## src/inc/bsfu_pkg.sv

```systemverilog
// Purpose: Shared constants and types for the bit shift and flag unit.
// Assumes: One core clock; operands arrive from the decoder and register file.
// Notes:   Status bit positions follow the core status register layout.
package bsfu_pkg;

   // ----------------------------------------------------------------
   // Widths and status register layout
   // ----------------------------------------------------------------
   localparam int DATA_W = 8;
   localparam int IDX_W = 5;
   localparam int SEL_W = 3;
   localparam int ST_C = 0;
   localparam int ST_Z = 1;
   localparam int ST_N = 2;
   localparam int ST_V = 3;
   localparam int ST_S = 4;
   localparam int ST_H = 5;
   localparam int ST_T = 6;
   localparam int ST_I = 7;
   localparam logic [DATA_W-1:0] STATUS_RST = 8'h00;
   localparam logic [DATA_W-1:0] DATA_ZERO = 8'h00;
   localparam logic [IDX_W-1:0] IDX_RST = 5'h00;
   localparam int OP_LATENCY = 1;

   // ----------------------------------------------------------------
   // Operation codes
   // ----------------------------------------------------------------
   typedef enum logic [3:0] {
      BSFU_ROTATE_LEFT_CARRY = 4'b0000,
      BSFU_ROTATE_RIGHT_CARRY = 4'b0001,
      BSFU_BIT_TO_TRANSFER_FLAG = 4'b0010,
      BSFU_TRANSFER_FLAG_TO_BIT = 4'b0011,
      BSFU_SET_OVERFLOW = 4'b0100,
      BSFU_CLEAR_OVERFLOW = 4'b0101,
      BSFU_SET_SIGN_FLAG = 4'b0110,
      BSFU_CLEAR_SIGN_FLAG = 4'b0111,
      BSFU_SET_HALF_CARRY = 4'b1000,
      BSFU_CLEAR_HALF_CARRY = 4'b1001
   } bsfu_op_t;

   // ----------------------------------------------------------------
   // Carriers
   // ----------------------------------------------------------------
   typedef struct packed {
      bsfu_op_t op;
      logic [IDX_W-1:0] idx;
      logic [DATA_W-1:0] operand;
      logic [SEL_W-1:0] bit_sel;
   } bsfu_req_t;

   typedef struct packed {
      logic valid;
      logic [IDX_W-1:0] idx;
      logic [DATA_W-1:0] data;
   } bsfu_wb_t;

endpackage : bsfu_pkg

```

## src/verilog/bsfu_bit_path.sv

```systemverilog
// Purpose: Combinational rotate and bit-insert datapath.
// Assumes: Caller registers the outputs.
// Notes:   Carry out is meaningful only for the two rotate operations.
`timescale 1ns/100ps
module bsfu_bit_path (
   input wire bsfu_pkg::bsfu_op_t op,
   input wire logic [bsfu_pkg::DATA_W-1:0] operand,
   input wire logic [bsfu_pkg::SEL_W-1:0] bit_sel,
   input wire logic carry_in,
   input wire logic t_flag,
   output logic [bsfu_pkg::DATA_W-1:0] result,
   output logic carry_out
);

   logic [bsfu_pkg::DATA_W-1:0] inserted;

   // ----------------------------------------------------------------
   // Transfer flag insert, one mux per bit
   // ----------------------------------------------------------------
   genvar gi;
   generate
      for (gi = 0; gi < bsfu_pkg::DATA_W; gi++) begin : g_ins
         localparam int unsigned BIT_POS = gi;
         assign inserted[gi] = (bit_sel == BIT_POS[bsfu_pkg::SEL_W-1:0])
            ? t_flag : operand[gi];
      end
   endgenerate

   always_comb begin
      result = operand;
      carry_out = carry_in;
      unique case (op)
         bsfu_pkg::BSFU_ROTATE_LEFT_CARRY: begin
            result = {operand[bsfu_pkg::DATA_W-2:0], carry_in};
            carry_out = operand[bsfu_pkg::DATA_W-1];
         end
         bsfu_pkg::BSFU_ROTATE_RIGHT_CARRY: begin
            result = {carry_in, operand[bsfu_pkg::DATA_W-1:1]};
            carry_out = operand[0];
         end
         bsfu_pkg::BSFU_TRANSFER_FLAG_TO_BIT: begin
            result = inserted;
         end
         default: begin
            result = operand;
         end
      endcase
   end

endmodule : bsfu_bit_path

```

## src/verilog/bsfu_unit.sv

```systemverilog
// Purpose: Rotate-through-carry, bit transfer and flag set/clear execution unit.
// Assumes: Decoder presents one request per cycle with the operand already read.
// Notes:   Results and status appear one clock after the request is taken.
//
// Functional notes
// - Rotate left via carry; update Z,C,N,V.
// - Rotate right via carry; update Z,C,N,V.
// - Bit store copies selected bit into T.
// - Bit load writes T into selected bit.
// - Set/clear overflow flag only, one clock.
// - Set/clear sign flag only, one clock.
// - Set/clear half-carry flag only, one clock.
`timescale 1ns/100ps
module bsfu_unit (
   input wire logic clk_sys,
   input wire logic rst_n,
   input wire logic req_valid,
   input wire bsfu_pkg::bsfu_req_t req,
   output logic [bsfu_pkg::DATA_W-1:0] status_q,
   output bsfu_pkg::bsfu_wb_t wb_q,
   output logic done_q
);

   // ----------------------------------------------------------------
   // Datapath
   // ----------------------------------------------------------------
   logic [bsfu_pkg::DATA_W-1:0] path_result;
   logic path_carry;
   logic [bsfu_pkg::DATA_W-1:0] status_d;
   bsfu_pkg::bsfu_wb_t wb_d;
   logic done_d;
   logic res_n;
   logic res_z;

   // Carry and transfer flag feed the datapath straight from the status register.
   bsfu_bit_path u_path (
      .op(req.op),
      .operand(req.operand),
      .bit_sel(req.bit_sel),
      .carry_in(status_q[bsfu_pkg::ST_C]),
      .t_flag(status_q[bsfu_pkg::ST_T]),
      .result(path_result),
      .carry_out(path_carry)
   );

   assign res_n = path_result[bsfu_pkg::DATA_W-1];
   assign res_z = (path_result == bsfu_pkg::DATA_ZERO);

   // ----------------------------------------------------------------
   // Next state
   // ----------------------------------------------------------------
   // Codes outside the enum are dropped silently so a decoder glitch
   // never corrupts the status register.
   always_comb begin
      status_d = status_q;
      wb_d = '0;
      done_d = 1'b0;
      if (req_valid) begin
         done_d = 1'b1;
         unique case (req.op)
            bsfu_pkg::BSFU_ROTATE_LEFT_CARRY,
            bsfu_pkg::BSFU_ROTATE_RIGHT_CARRY: begin
               status_d[bsfu_pkg::ST_C] = path_carry;
               status_d[bsfu_pkg::ST_Z] = res_z;
               status_d[bsfu_pkg::ST_N] = res_n;
               // Overflow is the new sign xor the new carry, so a rotate used as
               // a signed doubling reports the sign change it caused.
               status_d[bsfu_pkg::ST_V] = res_n ^ path_carry;
               wb_d.valid = 1'b1;
               wb_d.idx = req.idx;
               wb_d.data = path_result;
            end
            bsfu_pkg::BSFU_BIT_TO_TRANSFER_FLAG: begin
               status_d[bsfu_pkg::ST_T] = req.operand[req.bit_sel];
            end
            bsfu_pkg::BSFU_TRANSFER_FLAG_TO_BIT: begin
               wb_d.valid = 1'b1;
               wb_d.idx = req.idx;
               wb_d.data = path_result;
            end
            bsfu_pkg::BSFU_SET_OVERFLOW: status_d[bsfu_pkg::ST_V] = 1'b1;
            bsfu_pkg::BSFU_CLEAR_OVERFLOW: status_d[bsfu_pkg::ST_V] = 1'b0;
            bsfu_pkg::BSFU_SET_SIGN_FLAG: status_d[bsfu_pkg::ST_S] = 1'b1;
            bsfu_pkg::BSFU_CLEAR_SIGN_FLAG: status_d[bsfu_pkg::ST_S] = 1'b0;
            bsfu_pkg::BSFU_SET_HALF_CARRY: status_d[bsfu_pkg::ST_H] = 1'b1;
            bsfu_pkg::BSFU_CLEAR_HALF_CARRY: status_d[bsfu_pkg::ST_H] = 1'b0;
            default: begin
               done_d = 1'b0;
            end
         endcase
      end
   end

   // ----------------------------------------------------------------
   // Registers
   // ----------------------------------------------------------------
   // Status lives here rather than in the decoder so that each operation sees
   // the flags left by the one before it, even back to back.
   always_ff @(posedge clk_sys or negedge rst_n) begin
      if (!rst_n) begin
         status_q <= bsfu_pkg::STATUS_RST;
         wb_q <= '0;
         done_q <= 1'b0;
      end else begin
         status_q <= status_d;
         wb_q <= wb_d;
         done_q <= done_d;
      end
   end
endmodule : bsfu_unit

```

## config.mk

```make
export PLATFORM = sky130hd
export DESIGN_NAME = bsfu_unit
export DESIGN_NICKNAME = d
export VERILOG_FILES = /design/src/inc/bsfu_pkg.sv /design/src/verilog/bsfu_bit_path.sv /design/src/verilog/bsfu_unit.sv
export SDC_FILE = /design/constraint.sdc
export NUM_CORES = 1
export LEC_CHECK = 0
export BUFFER_PORTS_ARGS = -buffer_cell sky130_fd_sc_hd__buf_4
export CORE_ASPECT_RATIO = 0.9
export CORE_UTILIZATION = 35
export DETAILED_ROUTE_END_ITERATION = 6
export GPL_TIMING_DRIVEN = 0
export SYNTH_ARGS = -nofsm -noshare
export SYNTH_HDL_FRONTEND = slang
export SYNTH_SLANG_ARGS = --single-unit
```

## constraint.sdc

```tcl
create_clock -name clk_sys -period 2.55 [get_ports clk_sys]
set_input_delay 0.255 -clock clk_sys [delete_from_list [all_inputs] [get_ports clk_sys]]
set_output_delay 0.255 -clock clk_sys [all_outputs]
set_load 0.03 [all_outputs]
```

==> results of run 1 <==
-- final timing paths --
kind,endpoint,slack (ns)
worst max-delay path,status_q[3],0.81
worst min-delay path,wb_q[9],0.20
worst max register to register,status_q[3],0.81
worst min register to register,status_q[4],0.49
max in group asynchronous,wb_q[2],1.92
min in group asynchronous,wb_q[10],0.41
-- synth_stat cells (2+ instances only) --
library cell	number	area (um2)
sky130_fd_sc_hd__o31ai_1	2	15.0
sky130_fd_sc_hd__nor3b_1	3	22.5
sky130_fd_sc_hd__a211oi_2	2	25.0
sky130_fd_sc_hd__buf_6	2	22.5
sky130_fd_sc_hd__dfrtp_1	22	551
sky130_fd_sc_hd__nand2_1	6	22.5
sky130_fd_sc_hd__mux4_2	2	45.0
sky130_fd_sc_hd__nor2_1	7	26.3
sky130_fd_sc_hd__mux2i_1	17	170
sky130_fd_sc_hd__o21ai_0	3	15.0
sky130_fd_sc_hd__or3_1	2	12.5
sky130_fd_sc_hd__o22ai_1	7	43.8
sky130_fd_sc_hd__a21oi_1	5	25.0
sky130_fd_sc_hd__and2_1	13	81.3
sky130_fd_sc_hd__buf_4	3	22.5
sky130_fd_sc_hd__clkbuf_1	2	7.51
sky130_fd_sc_hd__nand3_1	2	10.0
sky130_fd_sc_hd__buf_2	5	25.0
sky130_fd_sc_hd__nand3b_1	2	15.0
sky130_fd_sc_hd__nor3_1	3	15.0
-- sequential cells by signal, indices dropped and copies added, names as in the netlist --
register  cells
wb_q         14
status_q      7
done_q        1
-- where the power goes --
group | internal [mW] | leakage (nW) | switching [mW]
sequential | 0.374 | 0.294 | 0.0182
clock | 0.210 | 0.0357 | 0.107
combinational | 0.120 | 0.523 | 0.150
total | 0.703 | 0.852 | 0.275
-- cell families (layout without fill, tap and decap cells) --
group,Yosys count,count (layout)
multiplexers,21,21
XOR/XNOR,1,1
AND/OR/NAND/NOR,45,45
other,1,1
AO/OA/AOI/OAI,22,22
buffers and inverters,13,58
flip-flops,22,22
-- cells in the final DEF (no fill, tap or decap), types with 2 or more instances in the layout --
master                     Yosys  final
sky130_fd_sc_hd__mux4_2        2      2
sky130_fd_sc_hd__nand2_1       6      6
sky130_fd_sc_hd__and2_1       13     13
sky130_fd_sc_hd__a21oi_1       5      5
sky130_fd_sc_hd__clkbuf_8      0      3
sky130_fd_sc_hd__nor2_1        7      7
sky130_fd_sc_hd__nor3_1        3      3
sky130_fd_sc_hd__clkbuf_1      2      2
sky130_fd_sc_hd__mux2i_1      17     17
sky130_fd_sc_hd__nand3_1       2      2
sky130_fd_sc_hd__nor3b_1       3      3
sky130_fd_sc_hd__o31ai_1       2      2
sky130_fd_sc_hd__o21ai_0       3      3
sky130_fd_sc_hd__buf_4         3     43
sky130_fd_sc_hd__dfrtp_1      22     22
sky130_fd_sc_hd__or3_1         2      2
sky130_fd_sc_hd__buf_2         5      5
sky130_fd_sc_hd__nand3b_1      2      2
sky130_fd_sc_hd__o22ai_1       7      7
sky130_fd_sc_hd__a211oi_2      2      2
sky130_fd_sc_hd__buf_6         2      2
-- per-stage QoR --
step | hold slack (ns) | std cells
after CTS | 0.197 | 214
after detailed placement | 0.160 | 209
final | 0.199 | 214
after global routing | 0.194 | 214
after global placement | 0.152 | 209
after floorplan | -0.0406 | 125
-- routing by layer --
metal,global-route usage,vias up,part of all wire
met1,0.200,507,0.44
met4,0.0274,0,0.0066
li1,-,538,-
met5,0,-,0
met3,0.0401,4,0.042
met2,0.278,25,0.51
-- layout make-up --
class	count	area, um2	area share
Sequential cell	22	551	0.317
Clock inverter	1	30.0	0.0173
Buffer	12	77.6	0.0446
Tap cell	44	55.1	0.0317
Clock buffer	3	41.3	0.0238
Inverter	1	3.75	0.00216
Multi-Input combinational cell	90	669	0.385
Timing Repair Buffer	41	310	0.179
==> flow_summary.toml, run 1 <==
[status]
status = "finished clean"

[logic_synthesis]
yosys-mux-area-fraction = 0.185
synth-seq-cells = 22
synth.yosys.warnings = 0
synthesis.area_per_instance_um2 = 10.4
synth_flop_cell = "sky130_fd_sc_hd__dfrtp_1"
synth_simple_gate_area_share = 0.203
synthCells = 125
synth_cell_types = 35
largest_family_of_logic_cells_by_synthesized_area = "simple AND/OR/NAND/NOR gates"
synth_adder_area_share = 0
number_of_synthesized_flops_with_an_enable_pin = 0
synth_fp_nets = 148
synth-compound-area-share = 0.117
asyncSetResetFlopFracSynth = 1.00
synth_seq_area_share = 0.423
syn_area_um2 = 1300
synth_xor_xnor_area_share = 0.00673

[power_and_ir_drop]
total_leakage_power_nw = 0.852
peak_supply_drop_mv = 0.369
power_per_cell_area_nw_per_um2 = 563
total_power_mw = 0.978

[sta]
hold_violation_total_from_the_final_report = 0
rsz_0062_raised_after_global_routing = "no"
final_period_minus_worst_setup_slack_ns = 1.74
worst_slack_ns = 0.810
report.final.setup_viol = 0
finalClockSkew_ns = 0.00274
slew_viol_final = 0
fin_setup_tns_ns = 0
fmax_ghz = 0.575
final_min_period_over_clock_period = 0.682

[route]
routed_wl_mm = 2.87
vias_per_cell = 5.02
drtIter0Drc = 75
detailroute.via_count = 1074
dr.pass1.iters = 4
postRouteAntennaNets = 0
drt_drc_violations_left = 0
wl_per_cell_um = 13.4

[layout]
fillers = 328
final_design_area_no_fill_um2 = 1740
final_nets = 194
antenna-diode-count = 0
layout.core_utilization = 0.503
area_growth_pct = 33.6
post_route_cells_drive_above_1_share = 0.365

[floorplanning]
die-area_um2 = 3970
row_count = 20
io_pins = 46
die_h_um = 59.8
die_x_um = 66.3
core-area_um2 = 3450
floorplan.initialDensity = 0.377

[place]
worst_slack_at_placement_ns = 0.755
io_buffers = 40
gp_congestion = 0.830
placedInstanceArea_um2 = 1660
detailed_placement_hpwl_mm = 2.19

[clock_network]
tritoncts = "done"
clk_latency_ns = 0.26
clock_sink_count = 22
cts.reportedPaths.clkPinSlew_ns = 0.07
post-cts-setup-buffers = 0
ctsHoldBuffers = 1
root_driver = "sky130_fd_sc_hd__clkbuf_8"
cts_made_buffers = 3
h-tree-depth = 1
cts_buffer_depth = 2
cts_resized = 0

[global_route]
initial_antenna_violation_count = 0
pin_count_of_the_biggest_net_entering_global_routing = 23
wire_length_of_the_first_global_routing_pass_mm = 4.77
global_route.usage.total = 0.159
grt_pass1_vias = 1001
grt_remaining_overflow = 0

[critical_path]
reg2reg_path_depth = 5
worstPathRequired_ns = 2.70
cp-startpoint = "status_q[6]"
delay_of_the_slowest_critical_path_stage_ns = 0.35
r2r_start = "status_q[6]"
timing.critical_path.buf_inv = 1
worstPathCellList = "clkbuf_1 > mux2i_2 > a211oi_2 > xnor2_1 > a221o_1"
critical_path.top_delay_family = "compound AO/OA/AOI/OAI gates"
crit_path_max_fanout = 9
cp.arrival_ns = 1.89
worst-setup-path-type = "reg2reg"
cp-end-kind = "flip-flop"
cp_slowest_cell = "sky130_fd_sc_hd__dfrtp_1"
cp.depth = 5
critical_path.startpoint_type = "flip-flop"

[run]
maxCapViolCount = 0

[worst_hold_path]
timing.hold.worst.start = "req[12]"
min_path_type = "in2reg"
timing.hold.worst_path_depth = 2
(Power assumes the default switching activity.)
==> run 2, diff against run 1 <==
==> constraint.sdc (replaced) <==
create_clock -name clk_sys -period 1.8 [get_ports clk_sys]
set_input_delay 0.18 -clock clk_sys [delete_from_list [all_inputs] [get_ports clk_sys]]
set_output_delay 0.18 -clock clk_sys [all_outputs]
set_load 0.03 [all_outputs]
==> flow_summary.toml, run 2 (synthesis results as in run 1) <==
[sta]
report.final.setup_viol = 0
final_period_minus_worst_setup_slack_ns = 1.65
fmax_ghz = 0.604
hold_violation_total_from_the_final_report = 0
fin_hold_ws_ns = 0.125
finalClockSkew_ns = 0.00282
slew_viol_final = 0
final_min_period_over_clock_period = 0.919
fin_setup_tns_ns = 0
rsz_0062_raised_after_global_routing = "no"
worst_slack_ns = 0.145

[route]
met3RoutedLength_um = 132
dr.pass1.iters = 4
wl_per_cell_um = 13.5
vias_per_cell = 5.07
detailroute.via_count = 1079
drt_drc_violations_left = 0
postRouteAntennaNets = 0
routed_wl_mm = 2.87
highest-signal-layer = "met4"
wl_met2_mm = 1.45
wirelength_met1_mm = 1.27
drtIter0Drc = 77

[place]
placedInstanceArea_um2 = 1660
gp_congestion = 0.830
worst_slack_at_placement_ns = 0.0705
io_buffers = 40
detailed_placement_hpwl_mm = 2.19

[clock_network]
root_driver = "sky130_fd_sc_hd__clkbuf_8"
cts_buffer_depth = 2
cts_made_buffers = 3
post-cts-setup-buffers = 0
clk_latency_ns = 0.26
cts_resized = 0
tritoncts = "done"
cts.reportedPaths.clkPinSlew_ns = 0.07
h-tree-depth = 1
clock_sink_count = 22

[layout]
registers.top_by_ff_count = "wb_q"
layout.cells.most_common_list = "43 x sky130_fd_sc_hd__buf_4, 22 x sky130_fd_sc_hd__dfrtp_1, 17 x sky130_fd_sc_hd__mux2i_1"
biggestRegsByFlops = "wb_q x14, status_q x7, done_q x1"
fillers = 330
final_nets = 193
antenna-diode-count = 0
area_growth_pct = 33.3
multi_input_area_um2 = 669
final_common_cell = "sky130_fd_sc_hd__buf_4"
largest_register_ffs = 14
sequential_cell_area_um2 = 551
post_route_cells_drive_above_1_share = 0.367
final_design_area_no_fill_um2 = 1730

[power_and_ir_drop]
netSwitchingFraction = 0.281
p_int_mw = 0.993
sequentialPowerShare = 0.411
power_switching_mw = 0.389
power.share.clock = 0.325
peak_supply_drop_mv = 0.528
power_per_cell_area_nw_per_um2 = 797
total_leakage_power_nw = 0.851
power.combinational.fraction = 0.264

[global_route]
initial_antenna_violation_count = 0
grt_remaining_overflow = 0
pin_count_of_the_biggest_net_entering_global_routing = 23
grt_pass1_vias = 1001
global_route.usage.total = 0.159
wire_length_of_the_first_global_routing_pass_mm = 4.77

[status]
status = "finished clean"

[critical_path]
crit_path_max_fanout = 6
delay_of_the_slowest_critical_path_stage_ns = 0.50
worstPathCellList = "nand2b_4 > and3_4 > a211oi_2 > xnor2_1 > a221o_1"
critical_path.top_delay_family = "compound AO/OA/AOI/OAI gates"
worstPathRequired_ns = 1.95
cp_slowest_cell = "sky130_fd_sc_hd__dfrtp_1"
cp.arrival_ns = 1.80
worst-setup-path-type = "reg2reg"
cp-end-kind = "flip-flop"
critical_path.startpoint_type = "flip-flop"
reg2reg_path_depth = 5
timing.critical_path.buf_inv = 0
cp.depth = 5

[floorplanning]
row_count = 20
die_h_um = 59.8
die-area_um2 = 3970
floorplan.initialDensity = 0.377
die_x_um = 66.3
io_pins = 46
core-area_um2 = 3450

[worst_hold_path]
min_path_type = "in2reg"
timing.hold.worst_path_depth = 2

[run]
maxCapViolCount = 0
## run 2: final timing paths
kind                                   from          end  slack [ns]
worst max-delay path            status_q[0]  status_q[3]        0.15
worst min-delay path                req[12]      wb_q[9]        0.12
worst max register to register  status_q[0]  status_q[3]        0.15
worst min register to register  status_q[4]  status_q[4]        0.49
max in group asynchronous             rst_n      wb_q[2]        1.25
min in group asynchronous             rst_n     wb_q[10]        0.34
## run 2: power by group through the flow
stage          Clock, mW  Combinational (mW)  Sequential (mW)
3_5_place_dp           0               0.382            0.565
4_1_cts            0.461               0.386            0.556
6_report           0.449               0.365            0.568
3_3_place_gp           0               0.377            0.563
5_1_grt            0.489               0.393            0.574
2_1_floorplan          0               0.189            0.613
## run 2: cell type report
type	count	share of cell area
multi-input combinational	90	0.386
sequential	22	0.317
timing repair buffer	41	0.179
buffer	11	0.0426
tap	44	0.0317
clock buffer	3	0.0238
clock inverter	1	0.0173
inverter	1	0.00216
## run 2: through the flow
stage / instances / total power [mW] / util
after floorplan: 125 / 0.802 / -
after global placement: 209 / 0.940 / 0.480
after detailed placement: 209 / 0.947 / 0.480
after CTS: 214 / 1.40 / 0.503
after global routing: 213 / 1.46 / 0.502
final: 213 / 1.38 / 0.502
## run 2: layer usage
metal / vias up / track usage
met5: - / 0
met4: 0 / 0.0274
met3: 4 / 0.0401
met2: 31 / 0.278
met1: 509 / 0.200
li1: 535 / -
## run 2: timing repair
item / in CTS / in global routing
setup endpoints to repair: 0 / 1
hold buffers: 1 / 0
endpoints found under the hold margin: 22 / 0
